File: config.mk
export PLATFORM = sky130hd
export DESIGN_NAME = eio_register_bank
export DESIGN_NICKNAME = d
export VERILOG_FILES = /design/src/eio_pkg.sv /design/src/eio_dec_if.sv /design/src/eio_access_decode.sv /design/src/eio_register_bank.sv
export SDC_FILE = /design/constraint.sdc
export NUM_CORES = 1
export LEC_CHECK = 0
export BUFFER_PORTS_ARGS = -buffer_cell sky130_fd_sc_hd__buf_2
export CORE_MARGIN = 2
export CORE_UTILIZATION = 48
export CTS_BUF_LIST = sky130_fd_sc_hd__clkbuf_8
export DETAILED_ROUTE_END_ITERATION = 16
export PLACE_DENSITY = 0.82
export SYNTH_ARGS = -nofsm -noshare
export SYNTH_HDL_FRONTEND = slang
export SYNTH_SLANG_ARGS = --single-unit
File: constraint.sdc
create_clock -name sys_clk -period 3.55 [get_ports sys_clk]
set_clock_uncertainty 0.15 [all_clocks]
set_input_delay 0.355 -clock sys_clk [delete_from_list [all_inputs] [get_ports sys_clk]]
set_output_delay 0.355 -clock sys_clk [all_outputs]
set_load 0.1 [all_outputs]
File: src/eio_pkg.sv
package eio_pkg;

   // =====================================================
   // Access kinds issued by the core
   typedef enum logic [2:0]
   {
      PORT_IN_OP            = 3'h0,
      PORT_OUT_OP           = 3'h1,
      SET_SINGLE_BIT_OP     = 3'h2,
      CLEAR_SINGLE_BIT_OP   = 3'h3,
      SKIP_IF_BIT_SET_OP    = 3'h4,
      SKIP_IF_BIT_CLEAR_OP  = 3'h5,
      DATA_LOAD_OP          = 3'h6,
      DATA_STORE_OP         = 3'h7
   } eio_kind_t;

   // =====================================================
   // Address map
   localparam logic [7:0] BIT_LAST       = 8'h1f;
   localparam logic [7:0] PORT_LAST      = 8'h3f;
   localparam logic [7:0] DATA_OFS       = 8'h20;
   localparam logic [7:0] EXT_BASE       = 8'h60;
   localparam logic [7:0] SLICE_BASE     = 8'h72;
   localparam logic [7:0] SLICE_LAST     = 8'h96;
   localparam int         NUM_ENTRIES    = 37;
   localparam int         IDX_W          = 6;

   localparam logic [7:0] OFS_PC_MASK3   = 8'h73;
   localparam logic [7:0] OFS_RES_LOW    = 8'h78;
   localparam logic [7:0] OFS_RES_HIGH   = 8'h79;
   localparam logic [7:0] OFS_ADC_CS_A   = 8'h7a;
   localparam logic [7:0] OFS_ADC_CS_B   = 8'h7b;
   localparam logic [7:0] OFS_ADC_SEL    = 8'h7c;
   localparam logic [7:0] OFS_BUF_DIS0   = 8'h7e;
   localparam logic [7:0] OFS_BUF_DIS1   = 8'h7f;
   localparam logic [7:0] OFS_TMR_CA     = 8'h80;
   localparam logic [7:0] OFS_TMR_CB     = 8'h81;
   localparam logic [7:0] OFS_TMR_CC     = 8'h82;
   localparam logic [7:0] OFS_CNT_LOW    = 8'h84;
   localparam logic [7:0] OFS_CNT_HIGH   = 8'h85;
   localparam logic [7:0] OFS_CAP_LOW    = 8'h86;
   localparam logic [7:0] OFS_CAP_HIGH   = 8'h87;
   localparam logic [7:0] OFS_MA_LOW     = 8'h88;
   localparam logic [7:0] OFS_MA_HIGH    = 8'h89;
   localparam logic [7:0] OFS_MB_LOW     = 8'h8a;
   localparam logic [7:0] OFS_MB_HIGH    = 8'h8b;

   // =====================================================
   // Fields, masks and reset values
   localparam int         ADC_FLAG_BIT   = 4;
   localparam int         ADC_START_BIT  = 6;
   localparam logic [7:0] W1C_MASK_CS_A  = 8'h10;
   localparam logic [7:0] MASK_ALL       = 8'hff;
   localparam logic [7:0] MASK_NONE      = 8'h00;
   localparam logic [7:0] MASK_CS_A      = 8'hef;
   localparam logic [7:0] MASK_CS_B      = 8'h47;
   localparam logic [7:0] MASK_DIS1      = 8'h03;
   localparam logic [7:0] MASK_TMR_CA    = 8'hf3;
   localparam logic [7:0] MASK_TMR_CB    = 8'hdf;
   localparam logic [7:0] MASK_TMR_CC    = 8'hc0;
   localparam logic [7:0] RESET_VAL      = 8'h00;

endpackage

File: src/eio_dec_if.sv
`timescale 1ns/100ps
interface eio_dec_if;
   import eio_pkg::*;
   eio_kind_t          kind;
   logic [7:0]         addr;
   logic [7:0]         dataAddr;
   logic [IDX_W-1:0]   idx;
   logic               legal;
   logic               hit;
   logic               isRead;
   logic               isWrite;
   logic               isRmw;
   logic               isSkip;

   modport dec (input kind, addr,
                output dataAddr, idx, legal, hit, isRead, isWrite, isRmw, isSkip);
   modport usr (output kind, addr,
                input dataAddr, idx, legal, hit, isRead, isWrite, isRmw, isSkip);
endinterface

File: src/eio_access_decode.sv
`timescale 1ns/100ps
module eio_access_decode
   import eio_pkg::*;
(
   eio_dec_if.dec  bus
);

   logic        bitKind;
   logic        portKind;
   logic [7:0]  offs;

   // =====================================================
   // Form legality and data-space mapping
   always_comb
   begin
      bitKind     = bus.kind inside {SET_SINGLE_BIT_OP, CLEAR_SINGLE_BIT_OP,
                                     SKIP_IF_BIT_SET_OP, SKIP_IF_BIT_CLEAR_OP};
      portKind    = bus.kind inside {PORT_IN_OP, PORT_OUT_OP};
      bus.legal   = 1'b1;
      if (bitKind)
      begin
         bus.legal = (bus.addr <= BIT_LAST);
      end
      else if (portKind)
      begin
         bus.legal = (bus.addr <= PORT_LAST);
      end
      bus.dataAddr = (bitKind || portKind) ? 8'(bus.addr + DATA_OFS) : bus.addr;
      // Extended region is unreachable by port forms since their mapped range ends below it
      bus.hit     = bus.legal && (bus.dataAddr >= SLICE_BASE)
                    && (bus.dataAddr <= SLICE_LAST);
      offs        = bus.dataAddr - SLICE_BASE;
      bus.idx     = offs[IDX_W-1:0];
      bus.isRead  = bus.kind inside {PORT_IN_OP, DATA_LOAD_OP};
      bus.isWrite = bus.kind inside {PORT_OUT_OP, DATA_STORE_OP,
                                     SET_SINGLE_BIT_OP, CLEAR_SINGLE_BIT_OP};
      bus.isRmw   = bus.kind inside {SET_SINGLE_BIT_OP, CLEAR_SINGLE_BIT_OP};
      bus.isSkip  = bus.kind inside {SKIP_IF_BIT_SET_OP, SKIP_IF_BIT_CLEAR_OP};
   end

endmodule

File: src/eio_register_bank.sv
`timescale 1ns/100ps
module eio_register_bank
   import eio_pkg::*;
(
   input  wire logic         sys_clk,
   input  wire logic         rst,
   input  wire logic         ce,
   input  wire logic         accValid,
   input  wire eio_kind_t    accKind,
   input  wire logic [7:0]   accAddr,
   input  wire logic [2:0]   accBit,
   input  wire logic [7:0]   accWdata,
   output      logic         rspValid_q,
   output      logic         rspHit_q,
   output      logic         rspErr_q,
   output      logic         rspSkip_q,
   output      logic [7:0]   rspData_q,
   input  wire logic         adcDone,
   input  wire logic [15:0]  adcResult,
   input  wire logic         cntLoad,
   input  wire logic [15:0]  cntValue,
   input  wire logic         capStrobe,
   input  wire logic [15:0]  capValue,
   output      logic [7:0]   pinChangeMask,
   output      logic [7:0]   adcCtrlA,
   output      logic [7:0]   adcCtrlB,
   output      logic [7:0]   adcInputSel,
   output      logic [7:0]   inputBufDis0,
   output      logic [7:0]   inputBufDis1,
   output      logic [7:0]   tmrCtrlA,
   output      logic [7:0]   tmrCtrlB,
   output      logic [7:0]   tmrCtrlC,
   output      logic [15:0]  tmrCount,
   output      logic [15:0]  tmrCapture,
   output      logic [15:0]  tmrMatchA,
   output      logic [15:0]  tmrMatchB
);

   // =====================================================
   // Decode
   eio_dec_if dec ();

   assign dec.kind = accKind;
   assign dec.addr = accAddr;

   eio_access_decode u_decode
   (
      .bus (dec)
   );

   // =====================================================
   // Storage, one byte per slice address
   logic [7:0]  regFile_q [NUM_ENTRIES];
   logic [7:0]  rdByte;
   logic [7:0]  rmwByte;
   logic [7:0]  wrData;
   logic        wrEn;
   logic        take;

   assign take = accValid && ce;

   function automatic logic [7:0] wrMaskOf(input logic [7:0] a);
      logic [7:0] m;
      m = MASK_NONE;
      unique case (a)
         OFS_PC_MASK3,
         OFS_ADC_SEL,
         OFS_BUF_DIS0,
         OFS_CNT_LOW,
         OFS_CNT_HIGH,
         OFS_CAP_LOW,
         OFS_CAP_HIGH,
         OFS_MA_LOW,
         OFS_MA_HIGH,
         OFS_MB_LOW,
         OFS_MB_HIGH:  m = MASK_ALL;
         OFS_ADC_CS_A: m = MASK_CS_A;
         OFS_ADC_CS_B: m = MASK_CS_B;
         OFS_BUF_DIS1: m = MASK_DIS1;
         OFS_TMR_CA:   m = MASK_TMR_CA;
         OFS_TMR_CB:   m = MASK_TMR_CB;
         OFS_TMR_CC:   m = MASK_TMR_CC;
         default:      m = MASK_NONE;
      endcase
      return m;
   endfunction

   function automatic logic [7:0] entryNext(input logic [7:0] a,
                                            input logic [7:0] cur,
                                            input logic       we,
                                            input logic [7:0] wd);
      logic [7:0] m;
      logic [7:0] n;
      m = wrMaskOf(a);
      n = cur;
      if (we)
      begin
         n = (cur & ~m) | (wd & m);
      end
      if (we && a == OFS_ADC_CS_A)
      begin
         n = n & ~(wd & W1C_MASK_CS_A);
      end
      if (adcDone && a == OFS_RES_LOW)
      begin
         n = adcResult[7:0];
      end
      if (adcDone && a == OFS_RES_HIGH)
      begin
         n = adcResult[15:8];
      end
      if (adcDone && a == OFS_ADC_CS_A)
      begin
         // Conversion end beats a same-cycle clear of the flag
         n[ADC_FLAG_BIT]  = 1'b1;
         n[ADC_START_BIT] = 1'b0;
      end
      // A core write to the count takes priority over the timer's own update
      if (cntLoad && !we && a == OFS_CNT_LOW)
      begin
         n = cntValue[7:0];
      end
      if (cntLoad && !we && a == OFS_CNT_HIGH)
      begin
         n = cntValue[15:8];
      end
      if (capStrobe && !we && a == OFS_CAP_LOW)
      begin
         n = capValue[7:0];
      end
      if (capStrobe && !we && a == OFS_CAP_HIGH)
      begin
         n = capValue[15:8];
      end
      return n;
   endfunction

   // =====================================================
   // Read and read-modify-write data
   always_comb
   begin
      rdByte = dec.hit ? regFile_q[dec.idx] : 8'h00;
      rmwByte = rdByte;
      if (accKind == SET_SINGLE_BIT_OP)
      begin
         rmwByte[accBit] = 1'b1;
      end
      else
      begin
         rmwByte[accBit] = 1'b0;
      end
      wrData = dec.isRmw ? rmwByte : accWdata;
      wrEn   = accValid && dec.hit && dec.isWrite;
   end

   for (genvar i = 0; i < NUM_ENTRIES; i++)
   begin : g_ent
      localparam logic [7:0] ADDR = SLICE_BASE + 8'(i);
      always_ff @(posedge sys_clk)
      begin
         if (rst)
         begin
            regFile_q[i] <= RESET_VAL;
         end
         else if (ce)
         begin
            regFile_q[i] <= entryNext(ADDR, regFile_q[i],
                                      wrEn && (dec.idx == IDX_W'(i)), wrData);
         end
      end
   end

   // =====================================================
   // Response to the core
   always_ff @(posedge sys_clk)
   begin
      if (rst)
      begin
         rspValid_q <= 1'b0;
         rspHit_q   <= 1'b0;
         rspErr_q   <= 1'b0;
         rspSkip_q  <= 1'b0;
         rspData_q  <= 8'h00;
      end
      else if (ce)
      begin
         rspValid_q <= accValid;
         rspHit_q   <= accValid && dec.hit;
         rspErr_q   <= accValid && !dec.legal;
         rspSkip_q  <= accValid && dec.hit && dec.isSkip
                       && (rdByte[accBit] == (accKind == SKIP_IF_BIT_SET_OP));
         rspData_q  <= (accValid && dec.hit && dec.isRead) ? rdByte : 8'h00;
      end
   end

   // =====================================================
   // Unit-facing register views
   function automatic int ix(input logic [7:0] a);
      return int'(a - SLICE_BASE);
   endfunction

   assign pinChangeMask = regFile_q[ix(OFS_PC_MASK3)];
   assign adcCtrlA      = regFile_q[ix(OFS_ADC_CS_A)];
   assign adcCtrlB      = regFile_q[ix(OFS_ADC_CS_B)];
   assign adcInputSel   = regFile_q[ix(OFS_ADC_SEL)];
   assign inputBufDis0  = regFile_q[ix(OFS_BUF_DIS0)];
   assign inputBufDis1  = regFile_q[ix(OFS_BUF_DIS1)];
   assign tmrCtrlA      = regFile_q[ix(OFS_TMR_CA)];
   assign tmrCtrlB      = regFile_q[ix(OFS_TMR_CB)];
   assign tmrCtrlC      = regFile_q[ix(OFS_TMR_CC)];
   assign tmrCount      = {regFile_q[ix(OFS_CNT_HIGH)], regFile_q[ix(OFS_CNT_LOW)]};
   assign tmrCapture    = {regFile_q[ix(OFS_CAP_HIGH)], regFile_q[ix(OFS_CAP_LOW)]};
   assign tmrMatchA     = {regFile_q[ix(OFS_MA_HIGH)], regFile_q[ix(OFS_MA_LOW)]};
   assign tmrMatchB     = {regFile_q[ix(OFS_MB_HIGH)], regFile_q[ix(OFS_MB_LOW)]};
endmodule

==> impl_metrics.tcl <==
set metrics [dict create \
    reg2reg_to "regFile_q[9][0]$_SDFFCE_PN0P_" \
    io_buffers 205 \
    end_kind "register" \
    place.gp.congestion 0.957 \
    clkLatencyLatePin_ns 0.47 \
    num_antenna_cells 0 \
    ios 225 \
    powerDensity_nw_per_um2 520 \
    power_switching_uw 2030 \
    seq_area_frac_synth_pct 56.7 \
    area_delta_synth_final_pct 24.1 \
    dr.pass1.iters 5 \
    r2r_start "regFile_q[14][0]$_SDFFCE_PN0P_" \
    min_from "adcResult[14]" \
    status "finished, final reports clean" \
    ys_top_cells_by_count "133 x edfxtp_1, 61 x nand2_1, 60 x mux2i_1" \
    synth.most_common_cell "edfxtp_1" \
    grt-ovfl-total 0 \
    grt_max_degree 33 \
    max_cap_violations 0 \
    relSlewSlack_pct 27.5 \
    worstSetupPathType "input pin to register" \
    drc 0 \
    vias 6474 \
    synth_top_cell_by_area "edfxtp_1" \
    hold_path_depth 2 \
    synth.distinct_cells 70 \
    grt_use_total_pct 29.4 \
    initial_core_util_pct 49.2 \
    swShare_pct 42.1 \
    finalSetupViolations 0 \
    die_area_um2 16600 \
    synth_seq_cells 145 \
    tightest_slew_ns 1.08 \
    async_reset_ff_share_pct 0 \
    cts-buffers-inserted 17 \
    fmax_ghz 0.300 \
    reg2reg_depth 6 \
    layout_min_cycle_time_ns 3.34 \
    peakVddDrop_mv 0.289 \
    regToRegSetupSlack_ns 0.69 \
    worstHoldPathType "input pin to register" \
    die_y_um 129 \
    worst-path-max-fanout 21 \
    dpl.cell_count 1036 \
    first_global_vias 5986 \
    viasPerCell 6.04 \
    dp_hpwl_um 18000 \
    fin_nets 953 \
    clkTransAtPathRegs_ns 0.08 \
    netlist_area_um2 7470 \
    cts_root_buf "clkbuf_8" \
    grt_pass1_wl_um 35400 \
    synth_edf_count 133 \
    hold_violations 0 \
    cp-start-kind "input pin" \
    internal_power_uw 2790 \
    slew_viol_final 0 \
    fin_util_pct 61.0 \
    clkPwrFrac_pct 23.3 \
    cts_sinks 145 \
    drt_iter0_markers 751 \
    seqPwrFrac_pct 43.4 \
    pwr-share-comb_pct 33.3 \
    yosysWarnings 0 \
    layout-drive-gt1-share_pct 36.0 \
    crit_arrival_ns 3.51 \
    cts_tree "yes" \
    instances_no_fill 1072 \
    die_w_um 129 \
    holdWs_ns 0.0163 \
    rsz0062_at_grt "no" \
    period_share_pct 94.0 \
    fp.coreArea_um2 15200 \
    antenna_found_initial 1 \
    htreeDepth 4 \
    synth_ff_type "edfxtp_1" \
    ant_nets 0 \
    synth_top_area_share_pct 53.4 \
    synthCells 638 \
    cts_setup_buffers 0 \
    synthTopCellsByArea "edfxtp_1 53%, mux2i_1 8.0%, dfxtp_1 3.2%, nand2_1 3.1%, nor2_1 2.6%" \
    totalWireLength_um 24200 \
    crit_required_ns 3.73 \
    avgSynthCellArea_um2 11.7 \
    avgRoutedWirePerCell_um 22.6 \
    leakage_uw 0.00387 \
    rows 45 \
    cts_buffer_depth 2 \
    hold_end "regFile_q[7][6]$_SDFFCE_PN0P_" \
]
## placed cells by master (no fill, tap or decap), types with 6 or more instances in the layout
| master | n |
|---|---|
| mux4_2 | 6 |
| o21ai_1 | 8 |
| o211ai_1 | 6 |
| a221oi_1 | 7 |
| nand3_1 | 13 |
| clkbuf_8 | 17 |
| dfxtp_1 | 12 |
| mux2_2 | 11 |
| nor2b_1 | 6 |
| nor2_1 | 51 |
| buf_2 | 205 |
| a21oi_1 | 24 |
| and2_1 | 25 |
| nor3_1 | 6 |
| inv_1 | 12 |
| conb_1 | 19 |
| nand2b_1 | 6 |
| o21ai_0 | 37 |
| edfxtp_1 | 133 |
| nand2_1 | 61 |
| mux2i_1 | 60 |
| o32a_1 | 8 |
| buf_4 | 47 |
| dlygate4sd3_1 | 6 |
## worst max-delay path by stage
stage	startpoint	end	slack, ns	cells after the start
2_1_floorplan	accAddr[1]	regFile_q[1][0]$_SDFFCE_PN0P_	-0.009	9
3_3_place_gp	accAddr[2]	regFile_q[8][3]$_SDFFCE_PN0P_	-0.08	13
3_5_place_dp	accAddr[2]	regFile_q[19][3]$_SDFFCE_PN0P_	-0.17	14
4_1_cts	accAddr[2]	regFile_q[10][3]$_SDFFCE_PN0P_	0.28	13
5_1_grt	accAddr[1]	regFile_q[19][3]$_SDFFCE_PN0P_	0.03	14
6_report	accAddr[2]	regFile_q[15][3]$_SDFFCE_PN0P_	0.21	13
## through the flow
stage	instance area (µm²)	setup TNS, ns	setup WS [ns]	power, µW
final	9270	0	0.213	4820
after CTS	9270	0	0.279	4810
after floorplan	7540	-0.149	-0.00933	3360
after detailed placement	8890	-3.64	-0.171	3710
after global routing	9270	0	0.0279	4960
after global placement	8890	-1.47	-0.0834	3700
## critical path, cell delays in order
cell     delay, ns
buf_2         0.12
inv_1         0.06
ha_1          0.22
xnor2_2       0.83
a21oi_1       0.16
a21oi_1       0.16
nor3_1        0.06
o41ai_1       0.43
buf_4         0.21
a31oi_1       0.10
o21ai_1       0.41
and2_1        0.25
buf_12        0.14
## layout make-up
cell class / instances / area (µm²)
Fill cell: 1247 / 5930
Sequential cell: 145 / 4230
Multi-Input combinational cell: 436 / 2950
Timing Repair Buffer: 260 / 1480
Tap cell: 188 / 235
Clock buffer: 17 / 234
Clock inverter: 13 / 88.8
Inverter: 13 / 48.8
## sequential cells by signal, summed over array words and instances (netlist names)
signal      flops
regFile_q     133
rspData_q       8
rspErr_q        1
rspHit_q        1
rspSkip_q       1
rspValid_q      1
## routing by layer
metal  track usage, %  part of all wire (%)  vias up
li1                 -                     -     2826
met1             38.2                    38     3111
met2             48.3                    48      484
met3             7.65                    11       51
met4             9.53                   2.4        2
met5                0                 0.054        -
## timing repair
item,CTS,global route
gates resized for setup,0,0
hold endpoints to repair,7,0
hold buffers,6,0
## power groups by stage
stage	clock (µW)	sequential (µW)	combinational [µW]
finish	1120	2090	1600
floorplan	0	2900	457
global placement	0	2130	1570
detailed placement	0	2130	1580
global route	1200	2100	1660
CTS	1130	2090	1590
## kinds of logic (layout without fill, tap and decap cells)
group	count (synthesis)	in the layout	share of synthesized area, %
AOI/OAI and AO/OA	141	141	13.0
xor gates and xnor gates	4	4	0.653
adders and majority gates	4	4	0.636
buffers and inverters	75	303	5.11
DFF	145	145	56.7
muxes	77	77	11.5
other	1	19	0.0502
and+or+nand+nor	191	191	12.4
Power figures use the tool's default switching activity.
